## src/logic/uart_ext_pkg.sv

```systemverilog
package uart_ext_pkg;
	localparam logic [7:0] OFF_TX_HOLD             = 8'h00;
	localparam logic [7:0] OFF_SHADOW_TX_HOLD      = 8'h6c;
	localparam logic [7:0] OFF_FIFO_TEST_ACCESS    = 8'h70;
	localparam logic [7:0] OFF_TX_FIFO_READBACK    = 8'h74;
	localparam logic [7:0] OFF_RX_FIFO_INJECT      = 8'h78;
	localparam logic [7:0] OFF_UART_STATUS_FLAGS   = 8'h7c;
	localparam logic [7:0] OFF_TX_FIFO_LEVEL       = 8'h80;
	localparam logic [7:0] OFF_RX_FIFO_LEVEL       = 8'h84;
	localparam logic [7:0] OFF_SOFT_RESET_CTRL     = 8'h88;
	localparam logic [7:0] OFF_SHADOW_RTS          = 8'h8c;
	localparam logic [7:0] OFF_SHADOW_BREAK        = 8'h90;
	localparam logic [7:0] OFF_SHADOW_DMA_MODE     = 8'h94;
	localparam logic [7:0] OFF_SHADOW_FIFO_ENABLE  = 8'h98;
	localparam logic [7:0] OFF_SHADOW_RX_TRIGGER   = 8'h9c;
	localparam logic [7:0] OFF_SHADOW_TX_EMPTY_TRG = 8'ha0;
	localparam logic [7:0] OFF_HALT_TRANSMIT       = 8'ha4;
	localparam logic [7:0] OFF_DMA_SOFT_ACK        = 8'ha8;
	localparam logic [7:0] OFF_COMPONENT_PARAMS    = 8'hf4;
	localparam logic [7:0] OFF_COMPONENT_VERSION   = 8'hf8;
	localparam logic [7:0] OFF_PERIPHERAL_IDENT    = 8'hfc;
	localparam int BIT_RX_FULL      = 4;
	localparam int BIT_RX_NOT_EMPTY = 3;
	localparam int BIT_TX_EMPTY     = 2;
	localparam int BIT_TX_NOT_FULL  = 1;
	localparam int BIT_BUSY         = 0;
	localparam int BIT_FRAME_ERR    = 9;
	localparam int BIT_PARITY_ERR   = 8;
	localparam int BIT_SRR_UART     = 0;
	localparam int BIT_SRR_RX       = 1;
	localparam int BIT_SRR_TX       = 2;
	localparam int FIFO_WIDTH       = 8;
	localparam int RX_ENTRY_WIDTH   = 10;
	localparam int FIFO_DEPTH       = 16;
	localparam int LEVEL_WIDTH      = 5;
	localparam int TRIG_WIDTH       = 2;
	// arbitrary neutral identity values
	localparam logic [31:0] VERSION_DEFAULT = 32'h30303030;
	localparam logic [31:0] IDENT_DEFAULT   = 32'h00000001;
	localparam logic [31:0] PARAMS_DEFAULT  = 32'h00010000;
endpackage : uart_ext_pkg

```

## src/logic/uart_ext_fifo.sv

```systemverilog
`timescale 1ns/1ps
module uart_ext_fifo #(
	parameter int WIDTH = 8,
	parameter int DEPTH = 16,
	parameter int LVLW  = 5
) (
	// clock and reset
	input  wire logic             mclk,
	input  wire logic             reset,
	input  wire logic             flush,
	// fill side
	input  wire logic             in_valid,
	input  wire logic [WIDTH-1:0] in_data,
	output logic                  in_ready,
	// drain side
	output logic                  out_valid,
	output logic [WIDTH-1:0]      out_data,
	input  wire logic             out_ready,
	// status
	output logic [LVLW-1:0]       level
);
	localparam int AW = $clog2(DEPTH);
	typedef struct packed {
		logic [AW-1:0]   wptr;
		logic [AW-1:0]   rptr;
		logic [LVLW-1:0] cnt;
	} fifo_state_t;
	fifo_state_t     st_reg;
	fifo_state_t     st_next;
	logic [WIDTH-1:0] mem [DEPTH];
	logic            push;
	logic            pop;

	assign in_ready  = (st_reg.cnt != LVLW'(DEPTH));
	assign out_valid = (st_reg.cnt != '0);
	assign out_data  = mem[st_reg.rptr];
	assign level     = st_reg.cnt;
	assign push      = in_valid && in_ready;
	assign pop       = out_valid && out_ready;

	always_comb begin
		st_next = st_reg;
		if (push) begin
			st_next.wptr = AW'(st_reg.wptr + 1'b1);
		end
		if (pop) begin
			st_next.rptr = AW'(st_reg.rptr + 1'b1);
		end
		st_next.cnt = LVLW'(st_reg.cnt + LVLW'(push) - LVLW'(pop));
		if (flush) begin
			st_next = '0;
		end
	end

	always_ff @(posedge mclk) begin
		if (reset) begin
			st_reg <= '0;
		end else begin
			st_reg <= st_next;
		end
		if (push && !flush) begin
			mem[st_reg.wptr] <= in_data;
		end
	end
endmodule : uart_ext_fifo

```

## src/logic/uart_shadow_status_test_regs.sv

```systemverilog
`timescale 1ns/1ps
// Behaviour
// - test mode with fifos on: host pushes receive fifo, pops transmit fifo.
// - test mode with fifos off: writes load receive buffer, reads return holding register.
// - readback read in test mode with fifos on returns transmit fifo head byte and pops it; outside test mode it reads zero.
// - test mode with fifos on, inject write pushes byte plus framing bit 9 and parity bit 8.
// - test mode with fifos off, inject write lands in receive buffer register.
// - status bit 4 high while receive fifo is full.
// - status bit 3 high while receive fifo holds any entry.
// - status bit 2 high while transmit fifo empty, resets to one.
// - status bit 1 high while transmit fifo not full, resets to one.
// - status bit 0 high while a serial transfer runs.
// - transmit level field gives transmit fifo entry count.
// - receive level field gives receive fifo entry count.
// - soft reset bit 0 resets the whole uart.
// - soft reset bits 2 and 1 flush transmit and receive fifos.
// - shadow rts shares storage with modem control rts bit.
// - shadow break shares storage with line control break bit.
// - shadow dma mode shares storage with fifo control dma bit.
// - shadow fifo enable shares storage with fifo control enable bit.
// - shadow trigger fields share fifo control trigger bits.
// - halt transmit stops new serial transmissions starting.
// - dma soft ack write gives a dma acknowledge pulse.
// - shadow holding location reads holding register storage.
// - read-only identification and version words.
// - line settings writable only while not busy.
module uart_shadow_status_test_regs #(
	parameter logic [31:0] VERSION_WORD = uart_ext_pkg::VERSION_DEFAULT,
	parameter logic [31:0] IDENT_WORD   = uart_ext_pkg::IDENT_DEFAULT,
	parameter logic [31:0] PARAMS_WORD  = uart_ext_pkg::PARAMS_DEFAULT
) (
	// clock and reset
	input  wire logic        mclk,
	input  wire logic        reset,
	// register port
	input  wire logic        reg_sel,
	input  wire logic        reg_write,
	input  wire logic [7:0]  reg_addr,
	input  wire logic [31:0] reg_wdata,
	output logic [31:0]      reg_rdata,
	// base register side effects
	input  wire logic        base_line_wr,
	input  wire logic [5:0]  base_line_wdata,
	input  wire logic        base_fcr_tx_flush,
	input  wire logic        base_fcr_rx_flush,
	// serial engine side
	input  wire logic        tx_busy,
	input  wire logic        rx_busy,
	input  wire logic        tx_take,
	output logic             tx_start_ok,
	output logic [7:0]       tx_head,
	output logic             tx_head_valid,
	// control outputs
	output logic             rts_ctrl,
	output logic             break_ctrl,
	output logic             dma_mode,
	output logic             fifo_enable,
	output logic [1:0]       rx_trigger,
	output logic [1:0]       tx_empty_trigger,
	output logic [5:0]       line_settings,
	output logic             dma_ack,
	output logic             uart_reset_out,
	output logic [7:0]       rx_buf_data,
	output logic [1:0]       rx_buf_err
);
	typedef struct packed {
		logic        test_en;
		logic        rts;
		logic        brk;
		logic        dmam;
		logic        fen;
		logic [1:0]  rtrig;
		logic [1:0]  ttrig;
		logic        halt;
		logic [5:0]  line;
		logic [7:0]  thr;
		logic [9:0]  rbr;
		logic        dack;
		logic        urst;
		logic        start_ok;
		logic [7:0]  head;
		logic        head_v;
		logic [31:0] rdata;
	} regs_state_t;
	regs_state_t st_reg;
	regs_state_t st_next;

	logic                                      wr;
	logic                                      rd;
	logic                                      tx_flush;
	logic                                      rx_flush;
	logic                                      tx_in_valid;
	logic                                      tx_in_ready;
	logic                                      tx_out_valid;
	logic [uart_ext_pkg::FIFO_WIDTH-1:0]       tx_out_data;
	logic                                      tx_pop;
	logic [uart_ext_pkg::LEVEL_WIDTH-1:0]      tx_level;
	logic                                      rx_in_valid;
	logic                                      rx_in_ready;
	logic                                      rx_out_valid;
	logic [uart_ext_pkg::RX_ENTRY_WIDTH-1:0]   rx_out_data;
	logic [uart_ext_pkg::LEVEL_WIDTH-1:0]      rx_level;
	logic [4:0]                                status;
	logic                                      busy;

	function automatic logic hit(input logic [7:0] a, input logic [7:0] off);
		return a == off;
	endfunction : hit

	assign wr       = reg_sel && reg_write;
	assign rd       = reg_sel && !reg_write;
	assign busy     = tx_busy || rx_busy;
	assign tx_flush = base_fcr_tx_flush || st_reg.urst ||
		(wr && hit(reg_addr, uart_ext_pkg::OFF_SOFT_RESET_CTRL) && reg_wdata[uart_ext_pkg::BIT_SRR_TX]);
	assign rx_flush = base_fcr_rx_flush || st_reg.urst ||
		(wr && hit(reg_addr, uart_ext_pkg::OFF_SOFT_RESET_CTRL) && reg_wdata[uart_ext_pkg::BIT_SRR_RX]);
	// holding register writes feed the transmit fifo while fifos are on
	assign tx_in_valid = st_reg.fen && wr && hit(reg_addr, uart_ext_pkg::OFF_TX_HOLD);
	assign tx_pop = (st_reg.test_en && st_reg.fen && rd
		&& hit(reg_addr, uart_ext_pkg::OFF_TX_FIFO_READBACK))
		|| (!st_reg.test_en && tx_take && !st_reg.halt);
	assign rx_in_valid = st_reg.test_en && st_reg.fen && wr
		&& hit(reg_addr, uart_ext_pkg::OFF_RX_FIFO_INJECT);

	uart_ext_fifo #(
		.WIDTH (uart_ext_pkg::FIFO_WIDTH),
		.DEPTH (uart_ext_pkg::FIFO_DEPTH),
		.LVLW  (uart_ext_pkg::LEVEL_WIDTH)
	) tx_fifo (
		.mclk      (mclk),
		.reset     (reset),
		.flush     (tx_flush),
		.in_valid  (tx_in_valid),
		.in_data   (reg_wdata[uart_ext_pkg::FIFO_WIDTH-1:0]),
		.in_ready  (tx_in_ready),
		.out_valid (tx_out_valid),
		.out_data  (tx_out_data),
		.out_ready (tx_pop),
		.level     (tx_level)
	);

	uart_ext_fifo #(
		.WIDTH (uart_ext_pkg::RX_ENTRY_WIDTH),
		.DEPTH (uart_ext_pkg::FIFO_DEPTH),
		.LVLW  (uart_ext_pkg::LEVEL_WIDTH)
	) rx_fifo (
		.mclk      (mclk),
		.reset     (reset),
		.flush     (rx_flush),
		.in_valid  (rx_in_valid),
		.in_data   (reg_wdata[uart_ext_pkg::BIT_FRAME_ERR:0]),
		.in_ready  (rx_in_ready),
		.out_valid (rx_out_valid),
		.out_data  (rx_out_data),
		.out_ready (1'b0),
		.level     (rx_level)
	);

	always_comb begin
		status = '0;
		status[uart_ext_pkg::BIT_RX_FULL]      = !rx_in_ready;
		status[uart_ext_pkg::BIT_RX_NOT_EMPTY] = rx_out_valid;
		status[uart_ext_pkg::BIT_TX_EMPTY]     = !tx_out_valid;
		status[uart_ext_pkg::BIT_TX_NOT_FULL]  = tx_in_ready;
		status[uart_ext_pkg::BIT_BUSY]         = busy;
	end

	always_comb begin
		st_next          = st_reg;
		st_next.dack     = 1'b0;
		st_next.urst     = 1'b0;
		st_next.start_ok = !st_reg.halt && !st_reg.test_en;
		st_next.head     = tx_out_valid ? tx_out_data : 8'h00;
		st_next.head_v   = tx_out_valid;
		// receive buffer outputs show the receive fifo head while fifos are on
		if (st_reg.fen && rx_out_valid) begin
			st_next.rbr = rx_out_data;
		end
		if (base_line_wr && !busy) begin
			st_next.line = base_line_wdata;
		end
		if (wr) begin
			case (reg_addr)
				uart_ext_pkg::OFF_TX_HOLD: st_next.thr = reg_wdata[7:0];
				uart_ext_pkg::OFF_FIFO_TEST_ACCESS: st_next.test_en = reg_wdata[0];
				uart_ext_pkg::OFF_RX_FIFO_INJECT: begin
					if (st_reg.test_en && !st_reg.fen) begin
						st_next.rbr = reg_wdata[uart_ext_pkg::BIT_FRAME_ERR:0];
					end
				end
				uart_ext_pkg::OFF_SOFT_RESET_CTRL: st_next.urst = reg_wdata[uart_ext_pkg::BIT_SRR_UART];
				uart_ext_pkg::OFF_SHADOW_RTS: st_next.rts = reg_wdata[0];
				uart_ext_pkg::OFF_SHADOW_BREAK: st_next.brk = reg_wdata[0];
				uart_ext_pkg::OFF_SHADOW_DMA_MODE: st_next.dmam = reg_wdata[0];
				uart_ext_pkg::OFF_SHADOW_FIFO_ENABLE: st_next.fen = reg_wdata[0];
				uart_ext_pkg::OFF_SHADOW_RX_TRIGGER: st_next.rtrig = reg_wdata[1:0];
				uart_ext_pkg::OFF_SHADOW_TX_EMPTY_TRG: st_next.ttrig = reg_wdata[1:0];
				uart_ext_pkg::OFF_HALT_TRANSMIT: st_next.halt = reg_wdata[0];
				uart_ext_pkg::OFF_DMA_SOFT_ACK: st_next.dack = reg_wdata[0];
				default: st_next.rdata = st_reg.rdata;
			endcase
		end
		st_next.rdata = '0;
		if (rd) begin
			case (reg_addr)
				uart_ext_pkg::OFF_SHADOW_TX_HOLD: st_next.rdata[7:0] = st_reg.thr;
				uart_ext_pkg::OFF_FIFO_TEST_ACCESS: st_next.rdata[0] = st_reg.test_en;
				uart_ext_pkg::OFF_TX_FIFO_READBACK: begin
					if (st_reg.test_en) begin
						st_next.rdata[7:0] = st_reg.fen ? (tx_out_valid ? tx_out_data : 8'h00) : st_reg.thr;
					end
				end
				uart_ext_pkg::OFF_UART_STATUS_FLAGS: st_next.rdata[4:0] = status;
				uart_ext_pkg::OFF_TX_FIFO_LEVEL: st_next.rdata[4:0] = tx_level;
				uart_ext_pkg::OFF_RX_FIFO_LEVEL: st_next.rdata[4:0] = rx_level;
				uart_ext_pkg::OFF_SHADOW_RTS: st_next.rdata[0] = st_reg.rts;
				uart_ext_pkg::OFF_SHADOW_BREAK: st_next.rdata[0] = st_reg.brk;
				uart_ext_pkg::OFF_SHADOW_DMA_MODE: st_next.rdata[0] = st_reg.dmam;
				uart_ext_pkg::OFF_SHADOW_FIFO_ENABLE: st_next.rdata[0] = st_reg.fen;
				uart_ext_pkg::OFF_SHADOW_RX_TRIGGER: st_next.rdata[1:0] = st_reg.rtrig;
				uart_ext_pkg::OFF_SHADOW_TX_EMPTY_TRG: st_next.rdata[1:0] = st_reg.ttrig;
				uart_ext_pkg::OFF_HALT_TRANSMIT: st_next.rdata[0] = st_reg.halt;
				uart_ext_pkg::OFF_COMPONENT_PARAMS: st_next.rdata = PARAMS_WORD;
				uart_ext_pkg::OFF_COMPONENT_VERSION: st_next.rdata = VERSION_WORD;
				uart_ext_pkg::OFF_PERIPHERAL_IDENT: st_next.rdata = IDENT_WORD;
				default: st_next.rdata = '0;
			endcase
		end
		if (st_reg.urst) begin
			st_next = '0;
		end
	end

	always_ff @(posedge mclk) begin
		if (reset) begin
			st_reg <= '0;
		end else begin
			st_reg <= st_next;
		end
	end

	assign reg_rdata        = st_reg.rdata;
	assign tx_start_ok      = st_reg.start_ok;
	assign tx_head          = st_reg.head;
	assign tx_head_valid    = st_reg.head_v;
	assign rts_ctrl         = st_reg.rts;
	assign break_ctrl       = st_reg.brk;
	assign dma_mode         = st_reg.dmam;
	assign fifo_enable      = st_reg.fen;
	assign rx_trigger       = st_reg.rtrig;
	assign tx_empty_trigger = st_reg.ttrig;
	assign line_settings    = st_reg.line;
	assign dma_ack          = st_reg.dack;
	assign uart_reset_out   = st_reg.urst;
	assign rx_buf_data      = st_reg.rbr[7:0];
	assign rx_buf_err       = st_reg.rbr[uart_ext_pkg::BIT_FRAME_ERR:uart_ext_pkg::BIT_PARITY_ERR];

	a_status_tx_empty: assert property (@(posedge mclk) disable iff (reset)
		(tx_level == '0) |-> status[uart_ext_pkg::BIT_TX_EMPTY]) else $error("tx empty flag wrong");
	a_status_rx_ne: assert property (@(posedge mclk) disable iff (reset)
		(rx_level != '0) |-> status[uart_ext_pkg::BIT_RX_NOT_EMPTY]) else $error("rx not empty flag wrong");
	a_rx_full_flag: assert property (@(posedge mclk) disable iff (reset)
		status[uart_ext_pkg::BIT_RX_FULL] |-> rx_level == 5'h10) else $error("rx full flag wrong");
	a_tx_not_full: assert property (@(posedge mclk) disable iff (reset)
		!status[uart_ext_pkg::BIT_TX_NOT_FULL] |-> tx_level == 5'h10) else $error("tx not full flag wrong");
	a_busy_flag: assert property (@(posedge mclk) disable iff (reset)
		status[uart_ext_pkg::BIT_BUSY] == (tx_busy || rx_busy)) else $error("busy flag wrong");
	a_inject_push: assert property (@(posedge mclk) disable iff (reset || rx_flush)
		rx_in_valid && rx_in_ready |=> rx_level == $past(rx_level) + 5'h01) else $error("inject not pushed");
	a_dma_ack_pulse: assert property (@(posedge mclk) disable iff (reset)
		wr && reg_addr == uart_ext_pkg::OFF_DMA_SOFT_ACK && reg_wdata[0] && !st_reg.urst |=> dma_ack ##1 !dma_ack)
		else $error("dma ack not pulsed");
	a_line_guard: assert property (@(posedge mclk) disable iff (reset)
		busy && !st_reg.urst |=> $stable(line_settings)) else $error("line changed while busy");
	a_halt_blocks: assert property (@(posedge mclk) disable iff (reset)
		st_reg.halt |=> !tx_start_ok) else $error("start allowed while halted");
endmodule : uart_shadow_status_test_regs

```

## config.mk

```make
export PLATFORM = sky130hd
export DESIGN_NAME = uart_shadow_status_test_regs
export DESIGN_NICKNAME = d
export VERILOG_FILES = /design/src/logic/uart_ext_pkg.sv /design/src/logic/uart_ext_fifo.sv /design/src/logic/uart_shadow_status_test_regs.sv
export SDC_FILE = /design/constraint.sdc
export NUM_CORES = 1
export LEC_CHECK = 0
export BUFFER_PORTS_ARGS = -buffer_cell sky130_fd_sc_hd__buf_2
export CORE_UTILIZATION = 37
export DETAILED_ROUTE_END_ITERATION = 8
export SYNTH_ARGS = -nofsm -noshare
export SYNTH_HDL_FRONTEND = slang
export SYNTH_SLANG_ARGS = --single-unit
```

## constraint.sdc

```tcl
create_clock -name mclk -period 6.67 [get_ports mclk]
set_clock_uncertainty 0.15 [all_clocks]
set_input_delay 0.3335 -clock mclk [delete_from_list [all_inputs] [get_ports mclk]]
set_output_delay 0.3335 -clock mclk [all_outputs]
set_load 0.1 [all_outputs]
```

# Word level (Yosys, flattened, before mapping)
# Memory sizes are Yosys's and may differ from the RTL's. A register that Yosys moved wholly into a read port is not among the register bits.
# Index checks and enable logic that the tools add are counted.
totals:
  memories: 2
  wordCells: 131
  ff_bits: 100
  ramBits: 288
  out_inout_bits: 68
memory_table:
  columns: ["memory", "depth", "width", "read_ports", "rd_ports_with_merged_regs", "write_ports", "line_no", "rtl"]
  rows:
  - ["rx_fifo.mem", 16, 10, 1, 0, 1, "uart_ext_fifo.sv:30", "logic [WIDTH-1:0] mem [DEPTH];"]
  - ["tx_fifo.mem", 16, 8, 1, 1, 1, "uart_ext_fifo.sv:30", null]
op_classes:
  n_addsub: 6
  reduce_logical: 56
  bitwise_logic: 4
  n_eq_ne: 21
  mux: 20
ops:
  columns: ["cell", "count"]
  rows:
  - ["== test 8 bit, second input constant", 14]
  - ["case mux 22 bit (2 select lines)", 1]
  - ["== test 8 x 7 -> 1 bit, second input constant", 5]
  - ["two-way mux 10 bit", 3]
  - ["two-way mux 8 bit", 3]
  - ["logical AND 1 bit", 23]
  - ["case mux 3 bit (6 select lines)", 1]
  - ["AND reduction 2 bit", 9]
  - ["case mux 1 bit (14 select lines)", 1]
  - ["adder 4 x 1 -> 4 bit, second input constant", 3]
  - ["two-way mux 12 bit", 1]
  - ["adder 5 x 1 -> 5 bit", 2]
  - ["inequality test 5 bit, second input constant", 2]
  - ["nonzero test 5 bit", 2]
  - ["logical NOT 1 bit", 9]
  - ["case mux 3 bit (3 select lines)", 1]
  - ["logical NOT 8 bit", 1]
  - ["two-way mux 4 bit", 2]
  - ["OR reduction 4 bit", 2]
  - ["case mux 1 bit (7 select lines)", 1]
  - ["logical OR 1 bit", 6]
  - ["two-way mux 1 bit", 6]
  - ["OR reduction 2 bit", 3]
  - ["subtractor 5 x 1 -> 5 bit", 1]
  - ["other kinds (2)", 5]

# Longest topological paths before layout
logic_depth:
  word_depth: 8
  mapped_depth: 13
  depth_no_buf: 13

# Modules after synthesis
# From an unflattened synthesis, not the netlist that was laid out.
hier_totals:
  cells_unflattened: 1041
  area_unflattened_um2: 15991.6
by_module_without_submodules:
  columns: ["module", "cells_each", "n_inst", "area_per_inst_um2"]
  rows:
  - ["uart_ext_fifo at rx_fifo", 364, 1, 7008.0]
  - ["uart_ext_fifo at tx_fifo", 316, 1, 5834.3]
  - ["uart_shadow_status_test_regs", 361, 1, 3149.3]

# Least setup slack after synthesis
# OpenSTA, ideal clock, no wires.
synth_timing:
  path_kind: "register to register"
  start: "register st_reg (netlist bit fifo_enable)"
  end: "register tx_fifo.st_reg (netlist bit tx_fifo.level[4])"
  required_time_ps: 6405
  synth_period_minus_slack_ps: 3223
  arrival_time_ps: 2958
  n_path_buf: 0
  setup_slack_ps: 3447
  path_stages_with_launch: 13
  path_cell_list: "dfxtp_1 > nand4b_1 > o31a_1 > nor2_1 > ha_1 > inv_1 > ha_1 > fa_1 > a21oi_1 > nor2_1 > nor2_1 > xnor2_1 > nor2_1"
synth_via:
  elab_chain_len: 6
synth_lines:
  columns: ["element", "line_no", "rtl"]
  rows:
  - ["from (decl)", "uart_shadow_status_test_regs.sv:85", "regs_state_t st_reg;"]
  - ["from (signal assigned)", "uart_shadow_status_test_regs.sv:238", "st_reg <= st_next;"]
  - ["logical AND 1 bit (2 in a row)", "uart_shadow_status_test_regs.sv:119", "assign tx_pop = (st_reg.test_en && st_reg.fen && rd"]
  - ["logical AND 1 bit", "uart_shadow_status_test_regs.sv:120", "&& hit(reg_addr, uart_ext_pkg::OFF_TX_FIFO_READBACK))"]
  - ["logical OR 1 bit", "uart_shadow_status_test_regs.sv:121", "|| (!st_reg.test_en && tx_take && !st_reg.halt);"]
  - ["logical AND 1 bit", "uart_ext_fifo.sv:39", "assign pop = out_valid && out_ready;"]
  - ["via tx_fifo.pop", "uart_ext_fifo.sv:32", "logic pop;"]
  - ["subtractor 5 x 1 -> 5 bit", "uart_ext_fifo.sv:49", "st_next.cnt = LVLW'(st_reg.cnt + LVLW'(push) - LVLW'(pop));"]
  - ["to (signal assigned)", "uart_ext_fifo.sv:59", "st_reg <= st_next;"]
  - ["to (decl)", "uart_ext_fifo.sv:28", "fifo_state_t st_reg;"]
# The timed path passes the listed nets, and every way through them passes these cells.
# A chain may end at the register's enable or synchronous reset.

# Final worst setup path
layout_timing:
  start: "input port reg_addr[2]"
  end: "register tx_fifo.st_reg (netlist bit tx_fifo.level[4])"
layout_via:
  elab_chain_len: 5
layout_lines:
  columns: ["element", "line_no", "rtl"]
  rows:
  - ["from (decl)", "uart_shadow_status_test_regs.sv:38", "input wire logic [7:0] reg_addr,"]
  - ["== test 8 x 7 -> 1 bit", "uart_shadow_status_test_regs.sv:107", "return a == off;"]
  - ["logical AND 1 bit", "uart_shadow_status_test_regs.sv:120", null]
  - ["logical OR 1 bit", "uart_shadow_status_test_regs.sv:121", null]
  - ["logical AND 1 bit", "uart_ext_fifo.sv:39", null]
  - ["via tx_fifo.pop", "uart_ext_fifo.sv:32", null]
  - ["subtractor 5 x 1 -> 5 bit", "uart_ext_fifo.sv:49", null]
# The timed path passes the listed nets, and every way through them passes these cells.

==> results.json <==
{
  "die_h_um": 163,
  "start_kind": "input pin",
  "dpl.hpwl_um": 13400,
  "cts_setup_buffers": 0,
  "cts_max_path_buffers": 3,
  "crit_path_top_delay_cell": "or4b_1",
  "grt_pass1_vias": 5318,
  "synth-seq-cells": 220,
  "ios": 124,
  "synth_area_um2": 9630,
  "coreArea_um2": 25300,
  "overflow": 0,
  "layout-drive-gt1-share_pct": 23.5,
  "htreeDepth": 1,
  "ant_nets": 0,
  "max_stage_delay_ns": 0.67,
  "seq_area_frac_synth_pct": 60.1,
  "wirelength_um": 20500,
  "synth_edf_count": 138,
  "root_buffer": "clkbuf_16",
  "drt_first_pass_iters": 5,
  "clock-sinks": 220,
  "fmax_mhz": 320,
  "ys_async_sr_fraction_pct": 0,
  "worstPathCellList": "buf_2 > or4b_1 > o31a_1 > nor2_1 > ha_1 > inv_1 > ha_1 > fa_1 > a21oi_1 > nor2_1 > nor2_1 > xnor2_1 > nor2_1",
  "initial_utilization_pct": 38.0,
  "synth-main-ff-cell": "edfxtp_1",
  "syn_to_final_growth_pct": 11.9,
  "yosysUniqueCellTypes": 70,
  "cp_max_fo": 17,
  "cts_tree": "built",
  "setup_tns_ns": 0,
  "drtIter0Drc": 473,
  "max_slew_margin_pct": 37.8,
  "hold_viol": 0,
  "ys_warn_count": 0,
  "leakagePower_nw": 3.92,
  "end_kind": "register",
  "finalMaxSlewViolations": 0,
  "floorplan.rows": 58,
  "post-route-period-util_pct": 46.8,
  "antenna_found_initial": 0,
  "clk_latency_ns": 0.50,
  "drt-wirelength-per-cell_um": 18.4,
  "track_usage_pct": 15.3,
  "power_density_nw_per_um2": 300,
  "clkTransAtPathRegs_ns": 0.06,
  "routed-via-count": 5676,
  "gp_congestion": 0.866,
  "cp_top_family": "simple AND/OR/NAND/NOR gates",
  "syn_avg_cell_area_um2": 13.4,
  "grt_pass1_wl_um": 30700,
  "drc": 0,
  "cts_resized": 0,
  "cts-buffers-inserted": 23,
  "nFillCells": 2335,
  "crit_required_ns": 6.89,
  "die_w_um": 163,
  "die-area_um2": 26700,
  "regMostFlops": "tx_fifo.mem",
  "via_per_inst": 5.10,
  "tightest_slew_ns": 0.929,
  "cp_num_buf_inv": 2,
  "hp-class": "in -> reg",
  "maxCapViolations": 0,
  "max-vdd-ir-drop_mv": 0.299,
  "netlist_instances": 720,
  "status": "finished, final reports clean",
  "port_buffers": 84,
  "setup_slack_ns": 3.55,
  "setup_viol": 0,
  "crit_arrival_ns": 3.34,
  "rsz0062_at_grt": "no",
  "r2r_slack_ns": 3.62,
  "antenna_cells": 0,
  "grt_max_degree": 37,
  "crit_type": "in -> reg",
  "largest_register_ffs": 128,
  "pre_cts_ws_ns": 3.02,
  "fin_crit_ns": 3.12,
  "crit_path_frequent_cell": "nor2_1",
  "final_nets": 838
}
==> worst paths after layout <==
check | from | to | cells after the start
worst max register to register | register | reg_rdata[5] | 6
worst min register to register | line_settings[3] | line_settings[3] | 2
worst min-delay path | reg_addr[7] | reg_rdata[28] | 3
worst max-delay path | reg_addr[2] | tx_fifo.level[4] | 13
==> metrics by stage <==
stage,cell area [µm²],cells,utilization [%],hold slack (ns),power (mW)
finish,10800,1112,42.5,0.0809,3.23
global route,10800,1112,42.5,0.0719,3.36
CTS,10800,1112,42.5,0.0549,3.26
detailed placement,9960,1063,39.3,0.331,2.02
global placement,9960,1063,39.3,0.319,2.02
floorplan,9690,736,-,0.282,1.94
==> cell usage after synthesis, drive strengths merged (5+ instances only) <==
cell    number  area, µm²
ha          15        188
nor2        89        339
nand3       12       60.1
nand2       28        113
a221oi       6       52.6
xnor2       11       96.3
clkbuf      17       65.1
and3         5       31.3
inv         21       78.8
edfxtp     138       4140
and2         7       43.8
a21oi       16       80.1
a211oi      12       90.1
o21ai        8       40.0
nor3        20        148
mux2i       54        541
dfxtp       82       1640
xor2         5       43.8
buf         76        549
mux4        32        721
==> per-layer routing <==
| metal | track usage, % | part of all wire [%] | vias to the layer above |
|---|---|---|---|
| met4 | 3.27 | 1.7 | 0 |
| li1 | - | - | 2671 |
| met1 | 22.3 | 46 | 2800 |
| met2 | 24.0 | 46 | 176 |
| met3 | 2.44 | 6.2 | 29 |
| met5 | 0 | 0 | - |
==> power breakdown <==
group	internal (mW)	total, mW	switching, mW
Combinational	0.156	0.496	0.341
Clock	0.726	1.24	0.510
Sequential	1.47	1.50	0.0229
Total	2.35	3.23	0.874
==> cells in the final DEF (no fill, tap or decap), drive strengths merged, types with 3 or more instances in the layout <==
cell / n
nor2: 89
nand3b: 4
dfxtp: 82
nand3: 12
a221oi: 6
xor2: 5
nand2b: 3
xnor2: 11
a211oi: 12
buf: 90
edfxtp: 138
ha: 15
mux4: 32
o21ai: 8
a22oi: 3
and2: 7
nor4: 4
nor3: 20
nor4b: 3
clkbuf: 30
mux2i: 54
conb: 17
and3: 5
inv: 23
clkinv: 7
nor2b: 3
or4: 3
a21oi: 16
or4b: 3
nand2: 28
dlygate4sd3: 8
==> worst min-delay path: stages <==
cell,delay (ns)
buf_2,0.15
nand2_1,0.13
nor3_1,0.06
==> cells by family after synthesis <==
kind of cell	share of synthesized area (%)
simple gates	11.1
flops	60.1
xor+xnor	1.46
buf+inv	7.20
mux	13.2
other cells	0.0389
fa+ha+maj	2.16
compound gates	4.77
==> area by class of cell <==
class,count,area (µm²),area share (%)
Sequential cell,220,5790,53.7
Multi-Input combinational cell,402,3210,29.8
Clock buffer,30,652,6.05
Timing Repair Buffer,98,546,5.06
Tap cell,330,413,3.83
Clock inverter,11,85.1,0.790
Inverter,21,78.8,0.732
==> repair_timing <==
action	4_1_cts	5_1_grt
hold buffers	8	0
hold endpoints to repair	10	0
endpoints found under the setup margin	0	0
Note: power is estimated with default switching activity, not from simulation.
